[src/rtcu_pkg.sv]
// Package with register map, field positions and timing constants of the RTC update sequencer.
package rtcu_pkg;

  // ----------------------------------------------------------------
  // Register indexes (byte address is four times the index)
  // ----------------------------------------------------------------
  localparam logic [5:0] IDX_SEC   = 6'h00;
  localparam logic [5:0] IDX_ASEC  = 6'h01;
  localparam logic [5:0] IDX_MIN   = 6'h02;
  localparam logic [5:0] IDX_AMIN  = 6'h03;
  localparam logic [5:0] IDX_HOUR  = 6'h04;
  localparam logic [5:0] IDX_AHOUR = 6'h05;
  localparam logic [5:0] IDX_DOW   = 6'h06;
  localparam logic [5:0] IDX_DOM   = 6'h07;
  localparam logic [5:0] IDX_MON   = 6'h08;
  localparam logic [5:0] IDX_YEAR  = 6'h09;
  localparam logic [5:0] IDX_CTLA  = 6'h0a;
  localparam logic [5:0] IDX_CTLB  = 6'h0b;
  localparam logic [5:0] IDX_STAC  = 6'h0c;
  localparam logic [5:0] IDX_STAD  = 6'h0d;
  localparam int         NUM_TIME  = 10;
  localparam int         ADDR_LSB  = 2;

  // ----------------------------------------------------------------
  // Field positions
  // ----------------------------------------------------------------
  localparam int A_PEND_BIT     = 7;
  localparam int A_DIV_LSB      = 4;
  localparam int A_DIV_MSB      = 6;
  localparam int B_SET_BIT      = 7;
  localparam int B_ALARM_IE_BIT = 5;
  localparam int B_DONE_IE_BIT  = 4;
  localparam int C_IRQ_BIT      = 7;
  localparam int C_ALARM_BIT    = 5;
  localparam int C_DONE_BIT     = 4;

  // ----------------------------------------------------------------
  // Reset and fixed values
  // ----------------------------------------------------------------
  localparam logic [6:0] CTLA_RST   = 7'h20;
  localparam logic [7:0] CTLB_RST   = 8'h00;
  localparam logic [7:0] STAD_VALUE = 8'h80;
  localparam logic [1:0] ALARM_ANY  = 2'h3;
  localparam logic [7:0] SEC_LAST   = 8'h3b;
  localparam logic [7:0] HOUR_LAST  = 8'h17;
  localparam logic [7:0] DOW_LAST   = 8'h07;
  localparam logic [7:0] MON_LAST   = 8'h0c;
  localparam logic [7:0] YEAR_LAST  = 8'h63;
  localparam logic [7:0] FIRST_DAY  = 8'h01;
  localparam logic [7:0] TIME_RST   = 8'h00;
  localparam logic [7:0] DATE_RST   = 8'h01;

  // ----------------------------------------------------------------
  // Timing
  // ----------------------------------------------------------------
  localparam int CLK_MHZ     = 100;
  localparam int SECOND_S    = 1;
  localparam int WARN_US     = 244;
  localparam int UPDATE_MS   = 2;
  localparam int SECOND_CYC  = SECOND_S * 1000000 * CLK_MHZ;
  localparam int WARN_CYC    = WARN_US * CLK_MHZ;
  localparam int UPDATE_CYC  = UPDATE_MS * 1000 * CLK_MHZ;
  localparam int CNT_W       = 27;

  typedef enum logic [2:0] {
    ST_IDLE = 3'b001,
    ST_WARN = 3'b010,
    ST_ACT  = 3'b100
  } rtcu_state_e;

endpackage

[src/rtcu_update_ctrl.sv]
// RTC update-cycle sequencer with time/date, alarm and control/status registers on APB.
`timescale 1ns/1ps
// ------------------------------------------------------------------
// ------------------------------------------------------------------
module rtcu_update_ctrl
  import rtcu_pkg::*;
#(
  parameter int unsigned SEC_CYC  = SECOND_CYC,
  parameter int unsigned WARN_LEN = WARN_CYC,
  parameter int unsigned UPD_LEN  = UPDATE_CYC
) (
  input  wire logic        clock,
  input  wire logic        rstn,
  input  wire logic        ce,
  input  wire logic        psel,
  input  wire logic        penable,
  input  wire logic        pwrite,
  input  wire logic [7:0]  paddr,
  input  wire logic [31:0] pwdata,
  output logic      [31:0] prdata,
  output logic             pready,
  output logic             pslverr,
  output logic             update_pending_flag,
  output logic             irq_req
);

  // ----------------------------------------------------------------
  // Cycle counts of the three phases of one second
  // ----------------------------------------------------------------
  localparam logic [CNT_W-1:0] IDLE_LAST = CNT_W'(SEC_CYC - WARN_LEN - UPD_LEN - 1);
  localparam logic [CNT_W-1:0] WARN_LAST = CNT_W'(WARN_LEN - 1);
  localparam logic [CNT_W-1:0] UPD_LAST  = CNT_W'(UPD_LEN - 1);

  rtcu_state_e      st_q, st_d;
  logic [CNT_W-1:0] cnt_q, cnt_d;
  logic [7:0]       tm_q [NUM_TIME];
  logic [7:0]       tm_d [NUM_TIME];
  logic [6:0]       ctla_q, ctla_d;
  logic [7:0]       ctlb_q, ctlb_d;
  logic             done_flag_q, done_flag_d;
  logic             alarm_flag_q, alarm_flag_d;
  logic             irq_q, irq_d;
  logic [31:0]      prdata_q, prdata_d;
  logic             err_q, err_d;
  logic             cap_q, cap_d;

  logic             run;
  logic             advance;
  logic             done;
  logic             busy;
  logic             match;
  logic [5:0]       idx;
  logic             mapped;
  logic             finish;
  logic             wr_en;
  logic             rd_stac;
  logic [7:0]       mon_days;
  logic             irq_sum;

  // ----------------------------------------------------------------
  // Bus decode
  // ----------------------------------------------------------------
  // Read data and the error flag are taken in the setup cycle, so no access waits while ce is high.
  assign idx     = paddr[7:ADDR_LSB];
  assign mapped  = (paddr[ADDR_LSB-1:0] == 2'h0) && (idx <= IDX_STAD);
  assign pready  = penable & ce & cap_q;
  assign finish  = psel & penable & pready;
  assign wr_en   = finish & pwrite & mapped;
  assign rd_stac = finish & ~pwrite & (idx == IDX_STAC) & mapped;
  assign busy    = (st_q == ST_ACT);
  assign prdata  = prdata_q;
  assign pslverr = err_q & pready;

  // ----------------------------------------------------------------
  // Update sequencer
  // ----------------------------------------------------------------
  // Clearing the divider or setting the inhibit bit aborts a running update at the next edge.
  assign run = (ctla_q[A_DIV_MSB:A_DIV_LSB] != 3'h0) && !ctlb_q[B_SET_BIT];

  // The sequencer idles, then warns for the pending time, then runs the active period.
  always_comb begin
    st_d    = st_q;
    cnt_d   = cnt_q + CNT_W'(1);
    advance = 1'b0;
    done    = 1'b0;
    if (!run) begin
      st_d  = ST_IDLE;
      cnt_d = '0;
    end else begin
      case (st_q)
        ST_IDLE: begin
          if (cnt_q == IDLE_LAST) begin
            st_d  = ST_WARN;
            cnt_d = '0;
          end
        end
        ST_WARN: begin
          if (cnt_q == WARN_LAST) begin
            st_d  = ST_ACT;
            cnt_d = '0;
          end
        end
        ST_ACT: begin
          // Time moves on the first active cycle; the registers stay blocked until the end.
          advance = (cnt_q == '0);
          if (cnt_q == UPD_LAST) begin
            st_d  = ST_IDLE;
            cnt_d = '0;
            done  = 1'b1;
          end
        end
        default: begin
          st_d  = ST_IDLE;
          cnt_d = '0;
        end
      endcase
    end
  end

  always_ff @(posedge clock or negedge rstn) begin
    if (!rstn) begin
      st_q  <= ST_IDLE;
      cnt_q <= '0;
    end else if (ce) begin
      st_q  <= st_d;
      cnt_q <= cnt_d;
    end
  end

  assign update_pending_flag = (st_q != ST_IDLE);

  // ----------------------------------------------------------------
  // Time and date registers
  // ----------------------------------------------------------------
  // Binary 24-hour calendar; every year divisible by four is taken as a leap year.
  always_comb begin
    case (tm_q[IDX_MON[3:0]])
      8'h02:   mon_days = (tm_q[IDX_YEAR[3:0]][1:0] == 2'h0) ? 8'h1d : 8'h1c;
      8'h04:   mon_days = 8'h1e;
      8'h06:   mon_days = 8'h1e;
      8'h09:   mon_days = 8'h1e;
      8'h0b:   mon_days = 8'h1e;
      default: mon_days = 8'h1f;
    endcase
  end

  function automatic logic hit(input logic [7:0] now, input logic [7:0] alarm);
    hit = (alarm[7:6] == ALARM_ANY) || (now == alarm);
  endfunction

  // An alarm byte with both top bits set matches any value.
  assign match = hit(tm_q[IDX_SEC[3:0]], tm_q[IDX_ASEC[3:0]]) &&
                 hit(tm_q[IDX_MIN[3:0]], tm_q[IDX_AMIN[3:0]]) &&
                 hit(tm_q[IDX_HOUR[3:0]], tm_q[IDX_AHOUR[3:0]]);

  always_comb begin
    logic carry;
    carry = 1'b0;
    for (int i = 0; i < NUM_TIME; i++) begin
      tm_d[i] = tm_q[i];
    end
    if (advance) begin
      carry = 1'b1;
      if (tm_q[IDX_SEC[3:0]] == SEC_LAST) begin
        tm_d[IDX_SEC[3:0]] = TIME_RST;
      end else begin
        tm_d[IDX_SEC[3:0]] = tm_q[IDX_SEC[3:0]] + 8'h01;
        carry = 1'b0;
      end
      if (carry) begin
        if (tm_q[IDX_MIN[3:0]] == SEC_LAST) begin
          tm_d[IDX_MIN[3:0]] = TIME_RST;
        end else begin
          tm_d[IDX_MIN[3:0]] = tm_q[IDX_MIN[3:0]] + 8'h01;
          carry = 1'b0;
        end
      end
      if (carry) begin
        if (tm_q[IDX_HOUR[3:0]] == HOUR_LAST) begin
          tm_d[IDX_HOUR[3:0]] = TIME_RST;
          tm_d[IDX_DOW[3:0]]  = (tm_q[IDX_DOW[3:0]] == DOW_LAST) ? FIRST_DAY : tm_q[IDX_DOW[3:0]] + 8'h01;
        end else begin
          tm_d[IDX_HOUR[3:0]] = tm_q[IDX_HOUR[3:0]] + 8'h01;
          carry = 1'b0;
        end
      end
      if (carry) begin
        if (tm_q[IDX_DOM[3:0]] >= mon_days) begin
          tm_d[IDX_DOM[3:0]] = FIRST_DAY;
        end else begin
          tm_d[IDX_DOM[3:0]] = tm_q[IDX_DOM[3:0]] + 8'h01;
          carry = 1'b0;
        end
      end
      if (carry) begin
        if (tm_q[IDX_MON[3:0]] == MON_LAST) begin
          tm_d[IDX_MON[3:0]] = FIRST_DAY;
        end else begin
          tm_d[IDX_MON[3:0]] = tm_q[IDX_MON[3:0]] + 8'h01;
          carry = 1'b0;
        end
      end
      if (carry) begin
        tm_d[IDX_YEAR[3:0]] = (tm_q[IDX_YEAR[3:0]] == YEAR_LAST) ? TIME_RST : tm_q[IDX_YEAR[3:0]] + 8'h01;
      end
    end else if (wr_en && (idx < 6'(NUM_TIME)) && !busy) begin
      // A write that lands while the update runs is dropped rather than stalled.
      tm_d[idx[3:0]] = pwdata[7:0];
    end
  end

  // Day of month and month start at one; every other time register starts at zero.
  generate
    for (genvar g = 0; g < NUM_TIME; g++) begin : g_time
      localparam logic [7:0] RST_VAL = (g >= int'(IDX_DOM)) && (g <= int'(IDX_MON)) ? DATE_RST : TIME_RST;
      always_ff @(posedge clock or negedge rstn) begin
        if (!rstn) begin
          tm_q[g] <= RST_VAL;
        end else if (ce) begin
          tm_q[g] <= tm_d[g];
        end
      end
    end
  endgenerate

  // ----------------------------------------------------------------
  // Control and status registers
  // ----------------------------------------------------------------
  always_comb begin
    ctla_d       = ctla_q;
    ctlb_d       = ctlb_q;
    done_flag_d  = done_flag_q;
    alarm_flag_d = alarm_flag_q;
    if (wr_en && (idx == IDX_CTLA)) begin
      ctla_d = pwdata[6:0];
    end
    if (wr_en && (idx == IDX_CTLB)) begin
      ctlb_d = pwdata[7:0];
      // Setting the inhibit bit also clears the update interrupt enable.
      if (pwdata[B_SET_BIT]) begin
        ctlb_d[B_DONE_IE_BIT] = 1'b0;
      end
    end
    // A read of the third status register clears its flags; a same-cycle event still sets them.
    if (rd_stac) begin
      done_flag_d  = 1'b0;
      alarm_flag_d = 1'b0;
    end
    if (done) begin
      done_flag_d = 1'b1;
      if (match) begin
        alarm_flag_d = 1'b1;
      end
    end
    // The request is registered so that it changes on the same edge as the flags.
    irq_d = (done_flag_d & ctlb_d[B_DONE_IE_BIT]) | (alarm_flag_d & ctlb_d[B_ALARM_IE_BIT]);
  end

  // Summary bit of the third status register, taken from the stored flags.
  assign irq_sum = (done_flag_q & ctlb_q[B_DONE_IE_BIT]) | (alarm_flag_q & ctlb_q[B_ALARM_IE_BIT]);

  always_ff @(posedge clock or negedge rstn) begin
    if (!rstn) begin
      ctla_q       <= CTLA_RST;
      ctlb_q       <= CTLB_RST;
      done_flag_q  <= 1'b0;
      alarm_flag_q <= 1'b0;
      irq_q        <= 1'b0;
    end else if (ce) begin
      ctla_q       <= ctla_d;
      ctlb_q       <= ctlb_d;
      done_flag_q  <= done_flag_d;
      alarm_flag_q <= alarm_flag_d;
      irq_q        <= irq_d;
    end
  end

  // ----------------------------------------------------------------
  // Interrupt request
  // ----------------------------------------------------------------
  assign irq_req = irq_q;

  // ----------------------------------------------------------------
  // Read data capture
  // ----------------------------------------------------------------
  always_comb begin
    prdata_d = prdata_q;
    err_d    = err_q;
    cap_d    = psel & ~finish;
    if (psel && !cap_q) begin
      prdata_d = '0;
      err_d    = ~mapped;
      if (!pwrite && mapped) begin
        if (idx < 6'(NUM_TIME)) begin
          // A blocked read returns zero and still completes without wait states.
          prdata_d[7:0] = busy ? 8'h00 : tm_q[idx[3:0]];
        end else begin
          case (idx)
            IDX_CTLA: prdata_d[7:0] = {update_pending_flag, ctla_q};
            IDX_CTLB: prdata_d[7:0] = ctlb_q;
            IDX_STAC: begin
              prdata_d[C_IRQ_BIT]   = irq_sum;
              prdata_d[C_ALARM_BIT] = alarm_flag_q;
              prdata_d[C_DONE_BIT]  = done_flag_q;
            end
            IDX_STAD: prdata_d[7:0] = STAD_VALUE;
            default:  prdata_d[7:0] = 8'h00;
          endcase
        end
      end
    end
  end

  always_ff @(posedge clock or negedge rstn) begin
    if (!rstn) begin
      prdata_q <= '0;
      err_q    <= 1'b0;
      cap_q    <= 1'b0;
    end else if (ce) begin
      prdata_q <= prdata_d;
      err_q    <= err_d;
      cap_q    <= cap_d;
    end
  end

endmodule

[config.mk]
export PLATFORM = sky130hd
export DESIGN_NAME = rtcu_update_ctrl
export DESIGN_NICKNAME = d
export VERILOG_FILES = /design/src/rtcu_pkg.sv /design/src/rtcu_update_ctrl.sv
export SDC_FILE = /design/constraint.sdc
export NUM_CORES = 1
export LEC_CHECK = 0
export BUFFER_PORTS_ARGS = -buffer_cell sky130_fd_sc_hd__buf_4
export CAP_MARGIN = 20
export CORE_ASPECT_RATIO = 0.8
export CORE_MARGIN = 8
export CORE_UTILIZATION = 55
export DETAILED_ROUTE_END_ITERATION = 10
export PLACE_DENSITY = 0.78
export SLEW_MARGIN = 0
export SYNTH_ARGS = -nofsm -noshare
export SYNTH_HDL_FRONTEND = slang
export SYNTH_SLANG_ARGS = --single-unit
[constraint.sdc]
create_clock -name clock -period 2.8 [get_ports clock]
set_clock_uncertainty 0.05 [all_clocks]
set_input_delay 0.84 -clock clock [delete_from_list [all_inputs] [get_ports clock]]
set_output_delay 0.84 -clock clock [all_outputs]
set_load 0.01 [all_outputs]
==> results.toml <==
[cells_and_area]
layout-area-overhead-vs-synth_pct = 25.4
post_route_cells_drive_above_1_share_pct = 29.8
final_nets = 1190
n_fill_cell = 1175
n_antenna_cell = 0

[drt]
first_iter_violations = 1182
post_drt_antenna_nets = 0
vias = 9086
wire_length_after_detailed_routing_mm = 29.7
routed_via_density = 6.67
drt-pass1-iter-count = 5
drc = 0
wl_per_cell_um = 21.8

[die]
fp-row-count = 42
die_y_um = 131
dieWidth_um = 160
io_pins = 82
die_area_um2 = 20900
core_area_um2 = 16300
initial_utilization_pct = 55.6

[synth]
ys_ff_latch = 138
ys_warn_count = 0
synth-async-reset-ratio_pct = 100
ys_top_cells_by_count = "dfrtp_1 (134), o21ai_0 (94), nand2_1 (62)"
synth.most_common_cell = "dfrtp_1"
ys_dominant_reg_cell = "dfrtp_1"
synth_sequential_area_ratio_pct = 38.0
total_standard_cell_area_after_synthesis_um2 = 9090
synthCells = 989
synth_enable_flop_cells = 0
synth_top_area_cell = "dfrtp_1"
yosysTopAreaCellShare_pct = 36.9
synth.avg_cell_area_um2 = 9.19
post_synth_main_area_contributors = "dfrtp_1 (37%), mux2_2 (5.2%), o21ai_0 (5.2%)"
post_synth_num_cell_types = 71

[global_route]
grt_overflow_total = 0
groute.usage.overall_pct = 27.6
via_count_of_the_first_global_routing_pass = 8477
antenna_found_initial = 1
pin_count_of_the_biggest_net_entering_global_routing = 53
wire_length_of_the_first_global_routing_pass_mm = 45.9

[placement]
detailed_place_hpwl_mm = 20.3
place_congestion = 0.988
pre_cts_slack_ns = -0.169
number_of_port_buffers = 33

[clock_tree]
worstSkewPairLatency_ns = 0.43
cts-root-to-sink-buffers = 2
tritoncts_sink_count = 138
tritoncts = "yes"
cts-hold-fix-buffers = 0
clk_transition_reported_paths_ns = 0.06
tritoncts.num_buffers = 17
cts_htree_levels = 4
clock_root_buffer = "clkbuf_16"

[critical_path]
worstSetupEndpointType = "register"
r2r_setup_slack_ns = -0.19
worst-path-max-fanout = 5
timing.rr.start = "tm_q[8]$_DFFE_PN1P_"
timing.critical_path.from_type = "register"
cp-startpoint = "tm_q[8]$_DFFE_PN1P_"
worst_ep_arrival_time_ns = 3.23
cp-endpoint = "tm_q[11]$_DFFE_PN0P_"
r2r_cells = 13
timing.setup.critical_path_class = "register to register"
timing.critical_path.required_ns = 3.04
crit-reg2reg-capture = "tm_q[11]$_DFFE_PN0P_"

[worst_hold_path]
worst_hold_path_type = "primary input to asynchronous set/reset pin"

[sta]
maxSlewViolCount = 0
postLayoutSetupSlackWorst_ns = -0.187
whs_ns = 0.310
rsz0062_at_grt = "true"
worst-slew-pin-transition_ns = 0.916
achievable-frequency_mhz = 335
final-setup-viol-count = 15
timing_hold_violations_final = 0
layout_min_cycle_time_ns = 2.99
maxSlewHeadroom_pct = 38.5
period_share_pct = 107

[pwr]
power_per_cell_area_nw_per_um2 = 408
power_leakage_nw = 4.80
max-vdd-ir-drop_mv = 0.375

[status]
failed_checks = "negative setup slack"
status = "finished, violations left"

[run]
cap_violations = 0
==> per-layer routing <==
metal	part of all wire, %	GRT usage [%]	wire length, um
met1	41	36.6	12100
met2	45	42.0	13400
met3	11	6.98	3170
met4	3.7	13.3	1100
met5	0.044	0	13
==> worst min-delay path by stage <==
stage | from | to | cells past startpoint
finish | rstn | cnt_q[12]$_DFFE_PN0P_ | 1
global route | rstn | cnt_q[12]$_DFFE_PN0P_ | 1
CTS | rstn | cnt_q[24]$_DFFE_PN0P_ | 1
global placement | prdata[1]$_DFFE_PN0P_ | prdata[1]$_DFFE_PN0P_ | 2
floorplan | err_q$_DFFE_PN0P_ | err_q$_DFFE_PN0P_ | 1
detailed placement | prdata[3]$_DFFE_PN0P_ | prdata[3]$_DFFE_PN0P_ | 2
==> where the power goes <==
| part | leakage [nW] | switching (mW) | total (mW) | internal [mW] |
|---|---|---|---|---|
| registers | 1.86 | 0.00973 | 2.01 | 2.00 |
| logic | 2.66 | 0.207 | 0.312 | 0.105 |
| clock network | 0.282 | 0.926 | 2.33 | 1.40 |
==> worst max-delay path, stage by stage, from the launching register on <==
cell	delay (ns)
dfstp_2	0.61
ha_4	0.15
nor2_1	0.04
o21ai_1	0.14
nand4_1	0.30
ha_1	0.40
nand2b_4	0.11
a21oi_2	0.05
o21ai_2	0.21
buf_4	0.16
o21ai_4	0.08
buf_12	0.17
o21ai_0	0.27
nand3_1	0.12
==> kinds of logic after synthesis <==
| logic type | share of synthesized area [%] |
|---|---|
| DFF | 38.0 |
| AOI/OAI and AO/OA | 19.1 |
| and+or+nand+nor | 22.0 |
| adders and majority gates | 2.06 |
| buffers and inverters | 5.78 |
| other | 0.0413 |
| xor gates and xnor gates | 2.31 |
| muxes | 10.6 |
==> repair_timing <==
| action | in CTS | in global routing |
|---|---|---|
| cloned | 0 | 2 |
| setup endpoints to repair | 38 | 61 |
| resized for setup | 12 | 60 |
| hold endpoints to repair | 0 | 0 |
| pin swaps | 3 | 30 |
| setup buffers | 0 | 5 |
==> flip-flops by register name, indices dropped and copies added, names as in the netlist <==
| name | flops |
|---|---|
| err_q | 1 |
| st_q | 3 |
| alarm_flag_q | 1 |
| cap_q | 1 |
| prdata | 8 |
| ctla_q | 7 |
| cnt_q | 27 |
| irq_req | 1 |
| tm_q | 80 |
| ctlb_q | 8 |
| done_flag_q | 1 |
==> cell usage in the layout (no fill, tap or decap), types with 21 or more instances in the layout <==
cell type	instances
and3_1	24
xnor2_1	24
a21oi_1	31
nand4_1	21
o21ai_0	85
mux2_2	42
dfrtp_1	134
nand3_1	39
buf_4	164
conb_1	24
nand2_1	62
inv_1	33
nor2_1	53
a32oi_1	21
nor3_1	39
==> metrics by stage <==
step / TNS (ns) / cell area, um^2 / util [%] / instances / power, mW
final: -1.23 / 11400 / 69.8 / 1362 / 4.65
after global routing: -3.05 / 11400 / 69.8 / 1362 / 4.78
after CTS: -0.0517 / 11000 / 67.5 / 1355 / 4.65
after detailed placement: -6.24 / 10400 / 63.5 / 1323 / 2.35
after global placement: -4.08 / 10400 / 63.5 / 1323 / 2.34
after floorplan: -4.04 / 9190 / - / 1012 / 2.20
==> layout make-up <==
| cell class | instances | area (um^2) | share of cell area [%] |
|---|---|---|---|
| Clock buffer | 18 | 429 | 3.76 |
| Clock inverter | 14 | 174 | 1.53 |
| Inverter | 36 | 135 | 1.19 |
| Multi-Input combinational cell | 764 | 5560 | 48.8 |
| Sequential cell | 138 | 3460 | 30.3 |
| Tap cell | 220 | 275 | 2.41 |
| Timing Repair Buffer | 172 | 1370 | 12.0 |
Note: power is estimated with default switching activity, not from simulation.
